[src/lcd_regs_defs.vh]
/*
 * constants of the segment lcd register bank: offsets, fields, resets.
 * assumes apb byte addresses, 10-bit address, one 32-bit word each.
 */
`ifndef LCD_REGS_DEFS_VH
`define LCD_REGS_DEFS_VH

// ==========================================================
// register byte offsets
`define OFS_PUMP      10'h000
`define OFS_PHASE     10'h004
`define OFS_CTRL      10'h008
`define OFS_IRQ_STAT  10'h00C
`define OFS_IRQ_EN    10'h010
`define OFS_IRQ_CLR   10'h014
`define OFS_BIAS_RD   10'h018
`define SEG_BASE      10'h040
`define SEG_MASK      10'h3E0
`define PIX_BASE      10'h100
`define PIX_MASK      10'h300

// ==========================================================
// charge_pump_control fields
`define PUMP_ON_BIT   7
`define LEVEL_HI      5
`define LEVEL_LO      3
`define THIRD_BIT     2
`define RCLK_HI       1
`define RCLK_LO       0
`define PUMP_RESET    8'h3C
`define PUMP_WMASK    8'hBF

// ==========================================================
// phase_prescale_status fields
`define WFT_BIT       7
`define BIASMODE_BIT  6
`define ACTIVE_BIT    5
`define WALLOW_BIT    4
`define RATIO_HI      3
`define RATIO_LO      0

// ==========================================================
// own control register fields
`define DRV_ON_BIT    0
`define COMSEL_HI     3
`define COMSEL_LO     1

// ==========================================================
// interrupt bits
`define IRQ_WFAIL     0
`define IRQ_FRAME     1
`define IRQ_W         2

// ==========================================================
// regulator level decode, in hundredths of a volt
`define PEAK_BASE_CV  9'h10D
`define OFFS_BASE_CV  7'h5B
`define LEVEL_STEP_CV 7'h0D

`endif

[src/bias_level_decode.v]
/*
 * decodes the three-bit regulator level field into peak and offset.
 * assumes the field is a stable register output; purely combinational.
 */
`timescale 1ns/100ps
`default_nettype none

module bias_level_decode (
  input  wire [2:0] level_i,      // regulator level field
  output wire [8:0] peak_cv_o,    // peak output, 0.01 V units
  output wire [6:0] offset_cv_o   // lowest bias node offset, 0.01 V
);
`include "lcd_regs_defs.vh"

  // ========================================================
  // linear decode
  // each code step adds 0.13 V peak and removes 0.13 V offset
  wire [8:0] step_x_peak;         // code times step, wide
  wire [6:0] step_x_off;          // code times step, narrow

  assign step_x_peak = {6'h00, level_i} * {2'h0, `LEVEL_STEP_CV};
  assign step_x_off  = step_x_peak[6:0];
  assign peak_cv_o   = `PEAK_BASE_CV + step_x_peak;
  assign offset_cv_o = `OFFS_BASE_CV - step_x_off;

endmodule

`default_nettype wire

[src/lcd_driver_config_and_pixel_map.v]
/*
 * segment lcd register bank: charge pump and phase registers, segment
 * pin enables, 64-byte pixel map, write-allow guard and interrupts.
 * assumes an apb master on clk_i; lcd_tick_i is the selected lcd
 * clock as a synchronous pulse; waveform logic sits outside.
 */
// Added by the designer: the register offsets and the APB register port.
// How it works
// - level code 101 gives 3.34V peak, 0.26V offset
// - active flag reads 1 while driver runs
// - enable bit set makes pin an lcd segment
// - eight enable registers, eight segments each
// - pixel bit 1 dark, 0 clear
// - one bit per segment and common pair
// - byte index is common*8 plus segment/8
// - number of implemented segment groups is parameter
// - pixel write without allow sets sticky fail
// - frame divide ratio is field plus one
`timescale 1ns/100ps
`default_nettype none

module lcd_driver_config_and_pixel_map #(
  parameter SEG_REGS   = 8,       // implemented segment groups, 1..8
  parameter UPD_CYCLES = 2        // write-blocked cycles per frame
) (
  input  wire         clk_i,         // system clock, 100 MHz
  input  wire         arst_n_i,      // async reset, active low
  input  wire         ce_i,          // clock enable, freezes state
  input  wire         psel_i,        // apb select
  input  wire         penable_i,     // apb enable
  input  wire         pwrite_i,      // apb write
  input  wire [9:0]   paddr_i,       // apb byte address
  input  wire [31:0]  pwdata_i,      // apb write data
  output reg  [31:0]  prdata_o,      // apb read data
  output reg          pready_o,      // apb ready
  output reg          pslverr_o,     // apb error, unmapped address
  input  wire         lcd_tick_i,    // selected lcd clock pulse
  output wire         irq_o,         // level interrupt
  output reg  [63:0]  seg_lcd_en_o,  // 1 = pin drives lcd segment
  output reg  [511:0] pixel_o,       // frame-latched pixel map
  output wire         frame_o,       // frame boundary pulse
  output wire         active_o,      // driver running
  output wire [7:0]   pump_ctrl_o,   // charge pump settings
  output wire [1:0]   phase_mode_o,  // waveform type, bias scheme
  output wire [2:0]   com_sel_o,     // common count select
  output wire [8:0]   bias_peak_o,   // regulator peak, 0.01 V
  output wire [6:0]   bias_offset_o  // lowest bias offset, 0.01 V
);
`include "lcd_regs_defs.vh"

  // ========================================================
  // storage
  reg [7:0]         pump;            // charge_pump_control
  reg [1:0]         phase_mode;      // waveform type, bias scheme
  reg [3:0]         ratio;           // prescale_ratio
  reg               drv_on;          // software enable
  reg [2:0]         com_sel;         // common_count_select
  reg               driver_active;   // driver_active_flag
  reg [3:0]         upd_cnt;         // frame update blocking count
  reg [`IRQ_W-1:0]  irq_stat;        // sticky events
  reg [`IRQ_W-1:0]  irq_en;          // event enables
  reg [7:0]         seg_en [0:7];    // segment_pin_enable
  reg [7:0]         pix [0:63];      // pixel_data_byte

  // ========================================================
  // bus decode
  wire        access;                // access phase of a transfer
  wire        wr_fire;               // write takes effect now
  wire        hit_seg;               // segment enable window
  wire        hit_pix;               // pixel window
  wire [2:0]  seg_idx;               // segment register index
  wire [5:0]  pix_idx;               // pixel byte index
  wire        seg_impl;              // segment group present
  wire        pix_impl;              // pixel byte present
  wire        write_allow;           // write_allow_flag
  wire        wfail_ev;              // refused pixel write
  wire        frame_tick;            // divided lcd clock
  reg         mapped;                // address decodes
  reg  [31:0] next_rdata;            // read mux

  assign access   = psel_i & penable_i;
  assign wr_fire  = access & pready_o & pwrite_i & ce_i;
  assign hit_seg  = (paddr_i & `SEG_MASK) == `SEG_BASE;
  assign hit_pix  = (paddr_i & `PIX_MASK) == `PIX_BASE;
  assign seg_idx  = paddr_i[4:2];
  assign pix_idx  = paddr_i[7:2];
  // smaller variants drop the high segment groups
  assign seg_impl = {29'h0, seg_idx} < SEG_REGS;
  assign pix_impl = {29'h0, pix_idx[2:0]} < SEG_REGS;

  // no pixel writes during the frame latch window
  assign write_allow = ~driver_active | (upd_cnt == 4'h0);
  assign wfail_ev    = wr_fire & hit_pix & ~write_allow;

  // ========================================================
  // read mux; unimplemented bits read as zero
  always @* begin
    next_rdata = 32'h0;
    mapped     = 1'b1;
    if (hit_seg) begin
      if (seg_impl)
        next_rdata[7:0] = seg_en[seg_idx];
    end else if (hit_pix) begin
      if (pix_impl)
        next_rdata[7:0] = pix[pix_idx];
    end else begin
      case (paddr_i)
        `OFS_PUMP: begin
          next_rdata[7:0] = pump;
        end
        `OFS_PHASE: begin
          next_rdata[`WFT_BIT]      = phase_mode[1];
          next_rdata[`BIASMODE_BIT] = phase_mode[0];
          next_rdata[`ACTIVE_BIT]   = driver_active;
          next_rdata[`WALLOW_BIT]   = write_allow;
          next_rdata[`RATIO_HI:`RATIO_LO] = ratio;
        end
        `OFS_CTRL: begin
          next_rdata[`DRV_ON_BIT]           = drv_on;
          next_rdata[`COMSEL_HI:`COMSEL_LO] = com_sel;
        end
        `OFS_IRQ_STAT: begin
          next_rdata[`IRQ_W-1:0] = irq_stat;
        end
        `OFS_IRQ_EN: begin
          next_rdata[`IRQ_W-1:0] = irq_en;
        end
        `OFS_IRQ_CLR: begin
          next_rdata = 32'h0;       // write-only
        end
        `OFS_BIAS_RD: begin
          next_rdata[8:0]   = bias_peak_o;
          next_rdata[22:16] = bias_offset_o;
        end
        default: begin
          mapped = 1'b0;
        end
      endcase
    end
  end

  // ========================================================
  // apb answer: one wait state so read data comes from flops
  always @(posedge clk_i or negedge arst_n_i) begin
    if (!arst_n_i) begin
      pready_o  <= 1'b0;
      pslverr_o <= 1'b0;
      prdata_o  <= 32'h0;
    end else if (ce_i) begin
      if (access & ~pready_o) begin
        pready_o  <= 1'b1;
        pslverr_o <= ~mapped;
        prdata_o  <= pwrite_i ? 32'h0 : next_rdata;
      end else begin
        pready_o  <= 1'b0;
        pslverr_o <= 1'b0;
      end
    end
  end

  // ========================================================
  // control registers
  always @(posedge clk_i or negedge arst_n_i) begin
    if (!arst_n_i) begin
      pump       <= `PUMP_RESET;
      phase_mode <= 2'h0;
      ratio      <= 4'h0;
      drv_on     <= 1'b0;
      com_sel    <= 3'h0;
      irq_en     <= {`IRQ_W{1'b0}};
    end else if (ce_i & wr_fire & mapped) begin
      case (paddr_i)
        `OFS_PUMP: begin
          // bit 6 is unimplemented and stays zero
          pump <= pwdata_i[7:0] & `PUMP_WMASK;
        end
        `OFS_PHASE: begin
          phase_mode <= {pwdata_i[`WFT_BIT], pwdata_i[`BIASMODE_BIT]};
          ratio      <= pwdata_i[`RATIO_HI:`RATIO_LO];
        end
        `OFS_CTRL: begin
          drv_on  <= pwdata_i[`DRV_ON_BIT];
          com_sel <= pwdata_i[`COMSEL_HI:`COMSEL_LO];
        end
        `OFS_IRQ_EN: begin
          irq_en <= pwdata_i[`IRQ_W-1:0];
        end
        default: begin
          irq_en <= irq_en;         // others handled elsewhere
        end
      endcase
    end
  end

  // ========================================================
  // sticky events; a new event beats a clear in the same cycle
  always @(posedge clk_i or negedge arst_n_i) begin
    if (!arst_n_i) begin
      irq_stat <= {`IRQ_W{1'b0}};
    end else if (ce_i) begin
      if (wr_fire & (paddr_i == `OFS_IRQ_CLR))
        irq_stat <= (irq_stat & ~pwdata_i[`IRQ_W-1:0])
                  | {frame_tick, wfail_ev};
      else
        irq_stat <= irq_stat | {frame_tick, wfail_ev};
    end
  end

  assign irq_o = |(irq_stat & irq_en);

  // ========================================================
  // segment enables and pixel bytes, flops indexed by address
  integer k;
  always @(posedge clk_i or negedge arst_n_i) begin
    if (!arst_n_i) begin
      for (k = 0; k < 8; k = k + 1)
        seg_en[k] <= 8'h00;
      for (k = 0; k < 64; k = k + 1)
        pix[k] <= 8'h00;
    end else if (ce_i & wr_fire) begin
      if (hit_seg & seg_impl)
        seg_en[seg_idx] <= pwdata_i[7:0];
      // a refused write leaves the byte untouched
      if (hit_pix & pix_impl & write_allow)
        pix[pix_idx] <= pwdata_i[7:0];
    end
  end

  // ========================================================
  // frame timing and driver activity
  prescale_divider #(
    .W (4)
  ) u_prescale (
    .clk_i      (clk_i),
    .arst_n_i   (arst_n_i),
    .ce_i       (ce_i),
    .run_i      (drv_on | driver_active),
    .lcd_tick_i (lcd_tick_i),
    .ratio_i    (ratio),
    .frame_o    (frame_tick)
  );

  // the driver starts and stops only on a frame boundary, so the
  // panel never sees a truncated frame
  always @(posedge clk_i or negedge arst_n_i) begin
    if (!arst_n_i) begin
      driver_active <= 1'b0;
      upd_cnt       <= 4'h0;
    end else if (ce_i) begin
      if (frame_tick) begin
        driver_active <= drv_on;
        upd_cnt       <= drv_on ? UPD_CYCLES[3:0] : 4'h0;
      end else if (upd_cnt != 4'h0) begin
        upd_cnt <= upd_cnt - 4'h1;
      end
    end
  end

  // ========================================================
  // output maps: enables per pin, pixels latched per frame
  integer j;                         // pixel byte index
  integer n;                         // segment group index

  // byte j is common j/8 and segments (j%8)*8 upward, so each
  // segment and common pair owns exactly one bit of the map
  always @(posedge clk_i or negedge arst_n_i) begin
    if (!arst_n_i) begin
      pixel_o <= 512'h0;
    end else if (ce_i & frame_tick) begin
      for (j = 0; j < 64; j = j + 1) begin
        // a stopped driver shows a blank panel
        pixel_o[j*8 +: 8] <= drv_on ? pix[j] : 8'h00;
      end
    end
  end

  // pin modes follow the enable registers one cycle later
  always @(posedge clk_i or negedge arst_n_i) begin
    if (!arst_n_i) begin
      seg_lcd_en_o <= 64'h0;
    end else if (ce_i) begin
      for (n = 0; n < 8; n = n + 1) begin
        seg_lcd_en_o[n*8 +: 8] <= seg_en[n];
      end
    end
  end

  // ========================================================
  // plain views of the settings
  assign frame_o      = frame_tick;
  assign active_o     = driver_active;
  assign pump_ctrl_o  = pump;
  assign phase_mode_o = phase_mode;
  assign com_sel_o    = com_sel;

  bias_level_decode u_bias (
    .level_i     (pump[`LEVEL_HI:`LEVEL_LO]),
    .peak_cv_o   (bias_peak_o),
    .offset_cv_o (bias_offset_o)
  );

endmodule

`default_nettype wire

[src/prescale_divider.v]
/*
 * frame prescaler: divides the selected lcd clock tick by ratio+1.
 * assumes lcd_tick_i is a one-cycle pulse synchronous to clk_i.
 */
`timescale 1ns/100ps
`default_nettype none

module prescale_divider #(
  parameter W = 4                 // ratio field width
) (
  input  wire         clk_i,      // system clock
  input  wire         arst_n_i,   // async reset, active low
  input  wire         ce_i,       // clock enable
  input  wire         run_i,      // divider running
  input  wire         lcd_tick_i, // selected lcd clock pulse
  input  wire [W-1:0] ratio_i,    // prescale field
  output reg          frame_o     // one pulse per divided period
);

  reg [W-1:0] count;              // ticks seen in this period

  // ========================================================
  // counter; restarts when stopped so the first period is full
  always @(posedge clk_i or negedge arst_n_i) begin
    if (!arst_n_i) begin
      count   <= {W{1'b0}};
      frame_o <= 1'b0;
    end else if (ce_i) begin
      frame_o <= 1'b0;
      if (!run_i) begin
        count <= {W{1'b0}};
      end else if (lcd_tick_i) begin
        if (count == ratio_i) begin
          count   <= {W{1'b0}};
          frame_o <= 1'b1;
        end else begin
          count <= count + {{(W-1){1'b0}}, 1'b1};
        end
      end
    end
  end

endmodule

`default_nettype wire

[config.mk]
export PLATFORM = sky130hd
export DESIGN_NAME = lcd_driver_config_and_pixel_map
export DESIGN_NICKNAME = d
export VERILOG_FILES = /design/src/bias_level_decode.v /design/src/lcd_driver_config_and_pixel_map.v /design/src/prescale_divider.v
export VERILOG_INCLUDE_DIRS = /design/src
export SDC_FILE = /design/constraint.sdc
export NUM_CORES = 2
export LEC_CHECK = 0
export BUFFER_PORTS_ARGS = -buffer_cell sky130_fd_sc_hd__buf_2
export CORE_ASPECT_RATIO = 1.1
export CORE_MARGIN = 2
export CORE_UTILIZATION = 50
export CTS_CLUSTER_SIZE = 10
export DETAILED_ROUTE_END_ITERATION = 16
export PLACE_DENSITY = 0.75
export SYNTH_ARGS = -nofsm -noshare
export SYNTH_HDL_FRONTEND = slang
export SYNTH_HIERARCHICAL = 1
export SYNTH_SLANG_ARGS = --single-unit
export TNS_END_PERCENT = 10
[constraint.sdc]
create_clock -name clk_i -period 4 [get_ports clk_i]
set_clock_uncertainty 0.15 [all_clocks]
set_input_delay 0.4 -clock clk_i [delete_from_list [all_inputs] [get_ports clk_i]]
set_output_delay 0.4 -clock clk_i [all_outputs]
set_load 0.01 [all_outputs]
# --- After elaboration in Yosys (flattened, before gate mapping) ---
# Cells that the tools add are included.
op_classes:
  bitwise: 25
  mul: 1
  shift: 0
  addsub: 4
  eq_ne: 10
  reduce_logical: 18
  mux: 101
  order_cmp: 4
  div_mod_pow: 0
op_table:
  columns: ["cell", "count"]
  rows:
  - ["$mux 8", 72]
  - ["$bwmux 512", 1]
  - ["$bwmux 64", 1]
  - ["$bmux 8 s6", 1]
  - ["$demux 8 s6", 1]
  - ["$mux 32", 1]
  - ["$eq 10x5->1 const B", 3]
  - ["$mux 15", 2]
  - ["$bmux 8 s3", 1]
  - ["$demux 8 s3", 1]
  - ["$eq 10x4->1 const B", 2]
  - ["$mux 4", 5]
  - ["$reduce_and 2->1", 10]
  - ["$and 1x1->1", 12]
  - ["$pmux 2 s6", 1]
  - ["$pmux 4 s3", 1]
  - ["$eq 10x3->1 const B", 1]
  - ["$logic_not 10->1", 1]
  - ["$add 9x7->9 const A", 1]
  - ["$mux 1", 9]
  - ["$pmux 2 s4", 1]
  - ["$ge 7x7->1 const B", 1]
  - ["$lt 7x1->1 const B", 1]
  - ["$mul 3x4->7 const B", 1]
  - ["24 further kinds", 32]
totals:
  n_memories: 0
  mem_bits_ro: 0
  in_bits: 49
  latchBits: 0
  ramBits: 0
  reg_bits: 1217
  elab_cells: 251
  out_inout_bits: 642

# --- Logic depth before layout (Yosys ltp) ---
depth:
  ltp_word: 8
  ltp_mapped: 12
  depth_no_buf: 12

# --- Cells and area by module ---
# The synthesis kept the hierarchy.
modules_own_cells:
  columns: ["mod", "area_each_um2", "n_inst", "seq_area_each_um2", "cells_each"]
  rows:
  - ["lcd_driver_config_and_pixel_map", 51149.1, 1, 29933.7, 4324]
  - ["bias_level_decode", 335.3, 1, 0.0, 41]
  - ["prescale_divider", 310.3, 1, 125.1, 31]

# --- Worst setup path before layout ---
# OpenSTA, ideal clock, no wires.
synth_path:
  path_kind: "reg-to-reg"
  from: "reg pump[4] (netlist: pump_ctrl_o[4])"
  to: "reg prdata_o[5]"
  period_less_slack_ns: 3.166
  path_slack_ns: 0.834
  stages_incl_launch_ff: 13
  path_buffers: 0
  arrival_time_ns: 2.893
  setup_ns: 0.122
  required_time_ns: 3.728
  path_cell_list: "dfstp_2 -> inv_1 -> ha_1 -> xnor2_1 -> ha_1 -> or3_4 -> and2_4 -> xnor2_1 -> a22oi_1 -> o21ai_0 -> a221o_1 -> nor3_1 -> nor3_1"
synth_between:
  elab_chain_len: 6
synth_rtl:
  columns: ["item", "line_no", "text"]
  rows:
  - ["from (decl)", "lcd_driver_config_and_pixel_map.v:53", "reg [7:0] pump;"]
  - ["from (signal assigned)", "lcd_driver_config_and_pixel_map.v:165", "pump <= `PUMP_RESET;"]
  - ["from (signal assigned)", "lcd_driver_config_and_pixel_map.v:175", "pump <= pwdata_i[7:0] & `PUMP_WMASK;"]
  - ["$mul 3x4->7", "bias_level_decode.v:21", "assign step_x_peak = {6'h00, level_i} * {2'h0, `LEVEL_STEP_CV};"]
  - ["$add 9x7->9 (no source line)", null, null]
  - ["net bias_peak_o[5]", "lcd_driver_config_and_pixel_map.v:46", "output wire [8:0] bias_peak_o,"]
  - ["$pmux 4 s3", "lcd_driver_config_and_pixel_map.v:107", "case (paddr_i)"]
  - ["$mux 8", "lcd_driver_config_and_pixel_map.v:103", "end else if (hit_pix) begin"]
  - ["$mux 8", "lcd_driver_config_and_pixel_map.v:100", "if (hit_seg) begin"]
  - ["$mux 32", "lcd_driver_config_and_pixel_map.v:153", "prdata_o <= pwrite_i ? 32'h0 : next_rdata;"]
  - ["to (signal assigned)", "lcd_driver_config_and_pixel_map.v:153", null]
  - ["to (decl)", "lcd_driver_config_and_pixel_map.v:34", "output reg [31:0] prdata_o,"]
# The timed path passes the listed nets, and every way through them passes these cells.
# A chain may end at the register's enable or synchronous reset.

# --- Final worst setup path ---
layout_path:
  from: "reg pump[4] (netlist: pump_ctrl_o[4])"
  to: "out bias_offset_o[6]"
layout_between:
  elab_chain_len: 2
layout_rtl:
  columns: ["item", "line_no", "text"]
  rows:
  - ["$mul 3x4->7", "bias_level_decode.v:21", null]
  - ["$sub 7x7->7 (no source line)", null, null]
  - ["to (decl)", "lcd_driver_config_and_pixel_map.v:47", "output wire [6:0] bias_offset_o"]
# No other way between the ends.

==> impl_metrics.ini <==
[status]
run_status = complete, no violations

[clocking]
cts_buffers = 139
cts_setup_buffers = 0
cts_sinks = 1201
cts-root-buf = clkbuf_16
htreeDepth = 4
clk_latency_ns = 0.75
cts_tree = built
clk_pin_slew_ns = 0.05
cts_max_path_buffers = 3

[layout]
fillers = 8383
final_nets = 5022
area_delta_synth_final_pct = 16.90
seqCellArea_um2 = 30060
finalNonFillerCells = 6362
drive_gt1_frac = 0.3634
multi_input_comb_area_um2 = 20380
final_util = 0.5907
final_common_cell = dfrtp_1
final_cell_mix = 1,196 x dfrtp_1, 1,083 x nand2_1, 665 x mux2_2, 635 x buf_2, 530 x nand3_1

[critical_path]
required_ns = 3.45
crit_path_start_kind = register
crit_top_cell = ha_1
endpoint_kind = output pin
worstSetupPathType = reg2out
crit_fanout = 8
cp_data_arrival_time_ns = 3.31
slowest_stage = dfstp_2
crit_chain = inv_1 > ha_1 > xnor2_1 > ha_1 > or3_4 > a22o_1 > xnor2_2 > buf_2
max_stage_delay_ns = 0.60

[routing]
dr.pass1.iters = 7
viasPerCell = 6.000
first_iter_violations = 3764
via_count = 38173
ant_nets = 0
route.detailed.drc = 0
wl_per_cell_um = 27.34
drt-total-wl_um = 173900

[sta]
rsz0062_at_grt = no
tightest_slew_ns = 1.135
finalSetupViolations = 0
period_needed_ns = 3.857
tns_ns = 0
slew_viol_final = 0
maxSlewHeadroom = 0.2431
clock.fmax_mhz = 259.3
fin_crit_sh = 0.9643
finalHoldViolCount = 0
whs_ns = 0.03998

[floorplanning]
coreArea_um2 = 102500
io_pins = 691
dieArea_um2 = 106200
die_x_um = 310.9
core.rowCount = 123
initial_utilization = 0.5053
die_height_um = 341.6

[grt]
grt_pass1_wl_um = 255700
use_met1 = 0.4155
grt_max_degree = 159
use_met2 = 0.5106
antenna_found_initial = 11
first_global_vias = 38073
grt_busiest_layer = met2
met3_usage = 0.09539
grt-ovfl-total = 0
grt_usage = 0.3260

[min_path]
min_path_type = in2async

[power]
vdd_drop_max_uv = 402.6
p_sw_frac = 0.2289
intPower_w = 0.01905
power.density_nw_per_um2 = 408.0
power.total_w = 0.02470
power_frac_clock = 0.464
p_leak_nw = 33.09
comb_power_share = 0.041
pwr-share-seq = 0.495
switchingPower_w = 0.005653

[yosys]
synth_area_um2 = 51790
synth-seq-cells = 1201
yosysSeqAreaShare = 0.5803
synth_cells = 4396
ys_types = 76
yosysWarnings = 6
synth_async_sr_flop_share = 1.000
postSynthAreaPerCell_um2 = 11.78
synthFlopType = dfrtp_1
synth-edff-count = 0

[placed_design]
placedCellCount = 6191
gp_congestion = 0.9081
io_buffers = 648
hpwlAfterDp_um = 121400

[job]
drv_cap = 0
## logic make-up (layout without fill, tap and decap cells)
group	Yosys count	after routing	share of synthesized area
multiplexers	831	831	0.2094
XOR/XNOR	16	16	0.002706
flip-flops	1201	1201	0.5803
buffers and inverters	357	929	0.02867
AND/OR/NAND/NOR	1840	1840	0.1569
adder cells (fa/ha/maj)	12	12	0.002899
AO/OA/AOI/OAI	137	137	0.01899
other	2	21	0.0001450
## layer usage
layer  vias up  share of wire  wire length [µm]
met2      1768           0.47             81820
met4        18          0.055              9604
li1      16271              -                 -
met5         -        0.00072               125
met3       425          0.090             15680
met1     19691           0.38             66720
## through the flow
stage	setup slack (ns)	area, µm²
4_1_cts	0.03861	60520
3_3_place_gp	0.4557	56580
5_1_grt	0.03500	60540
2_1_floorplan	0.8345	51850
3_5_place_dp	0.3889	56580
6_report	0.1429	60550
## synth_stat cells, types with 8 or more instances
master | number | area share
nor3b_1 | 10 | 0.0014
or3_1 | 9 | 0.0011
dfrtp_1 | 1197 | 0.58
nand4_1 | 10 | 0.0012
nand2_1 | 1084 | 0.079
nand2b_1 | 9 | 0.0011
mux2_2 | 665 | 0.14
buf_2 | 38 | 0.0037
buf_4 | 24 | 0.0035
nor4_1 | 8 | 0.00097
xnor2_1 | 14 | 0.0024
inv_1 | 13 | 0.00094
nand2_2 | 58 | 0.0070
mux4_2 | 135 | 0.059
ha_1 | 12 | 0.0029
a22o_1 | 14 | 0.0024
nor3_1 | 26 | 0.0025
nor2_2 | 8 | 0.00097
mux2i_1 | 27 | 0.0052
a22oi_1 | 14 | 0.0020
o32ai_1 | 8 | 0.0014
nand3_1 | 530 | 0.051
o21ai_0 | 19 | 0.0018
a21oi_1 | 16 | 0.0015
clkbuf_1 | 262 | 0.019
buf_1 | 18 | 0.0013
nor2b_1 | 13 | 0.0016
o22ai_1 | 16 | 0.0019
nor2_1 | 35 | 0.0025
## worst paths after layout
check / startpoint / to / slack [ns] / cells past startpoint
setup / recovery: pump_ctrl_o[4] / bias_offset_o[6] / 0.14 / 8
hold / removal: arst_n_i / seg_lcd_en_o[38] / 0.04 / 2
max in group asynchronous: arst_n_i / pix[150] / 2.36 / 3
hold reg to reg: pixel_o[25] / pixel_o[25] / 0.31 / 2
setup reg to reg: upd_cnt[0] / pix[301] / 0.34 / 9
min in group clk_i: penable_i / pready_o / 0.05 / 3
## worst max-delay path: cells and delay by family (launching register included)
family	cells	cell delay [ns]
DFF	1	0.60
adders and majority gates	2	0.59
xor gates and xnor gates	2	0.41
and+or+nand+nor	1	0.38
buffers and inverters	2	0.32
AOI/OAI and AO/OA	1	0.24
## state kept, by name, indices dropped and copies added, names as in the netlist
register / flops
pump_ctrl_o: 7
pslverr_o: 1
pready_o: 1
phase_mode_o: 2
irq_en: 2
u_prescale/count: 4
com_sel_o: 3
pix: 512
upd_cnt: 4
u_prescale/frame_o: 1
active_o: 1
prdata_o: 16
irq_stat: 2
seg_en: 64
ratio: 4
seg_lcd_en_o: 64
drv_on: 1
pixel_o: 512
## layout make-up
| type | instances | area share |
|---|---|---|
| sequential | 1201 | 0.4965 |
| multi-input combinational | 2854 | 0.3367 |
| timing repair buffer | 751 | 0.07319 |
| clock buffer | 152 | 0.06050 |
| tap | 1375 | 0.02841 |
| clock inverter | 12 | 0.003740 |
| inverter | 14 | 0.0008679 |
| antenna | 3 | 0.0001240 |
## power groups by stage
stage	clock (W)	combinational, W	sequential, W
2_1_floorplan	0	0.000465	0.0124
3_5_place_dp	0	0.00101	0.0124
3_3_place_gp	0	0.000995	0.0124
4_1_cts	0.0116	0.00102	0.0122
5_1_grt	0.0120	0.00109	0.0122
6_report	0.0115	0.00101	0.0122
## what timing repair did
item,in CTS,in global routing
pin swaps,0,0
resized for setup,1,3
hold endpoints to repair,452,0
endpoints found under the setup margin,1,3
cloned,0,0
hold buffers,4,0
No activity file was read; power rests on OpenSTA's default activity.
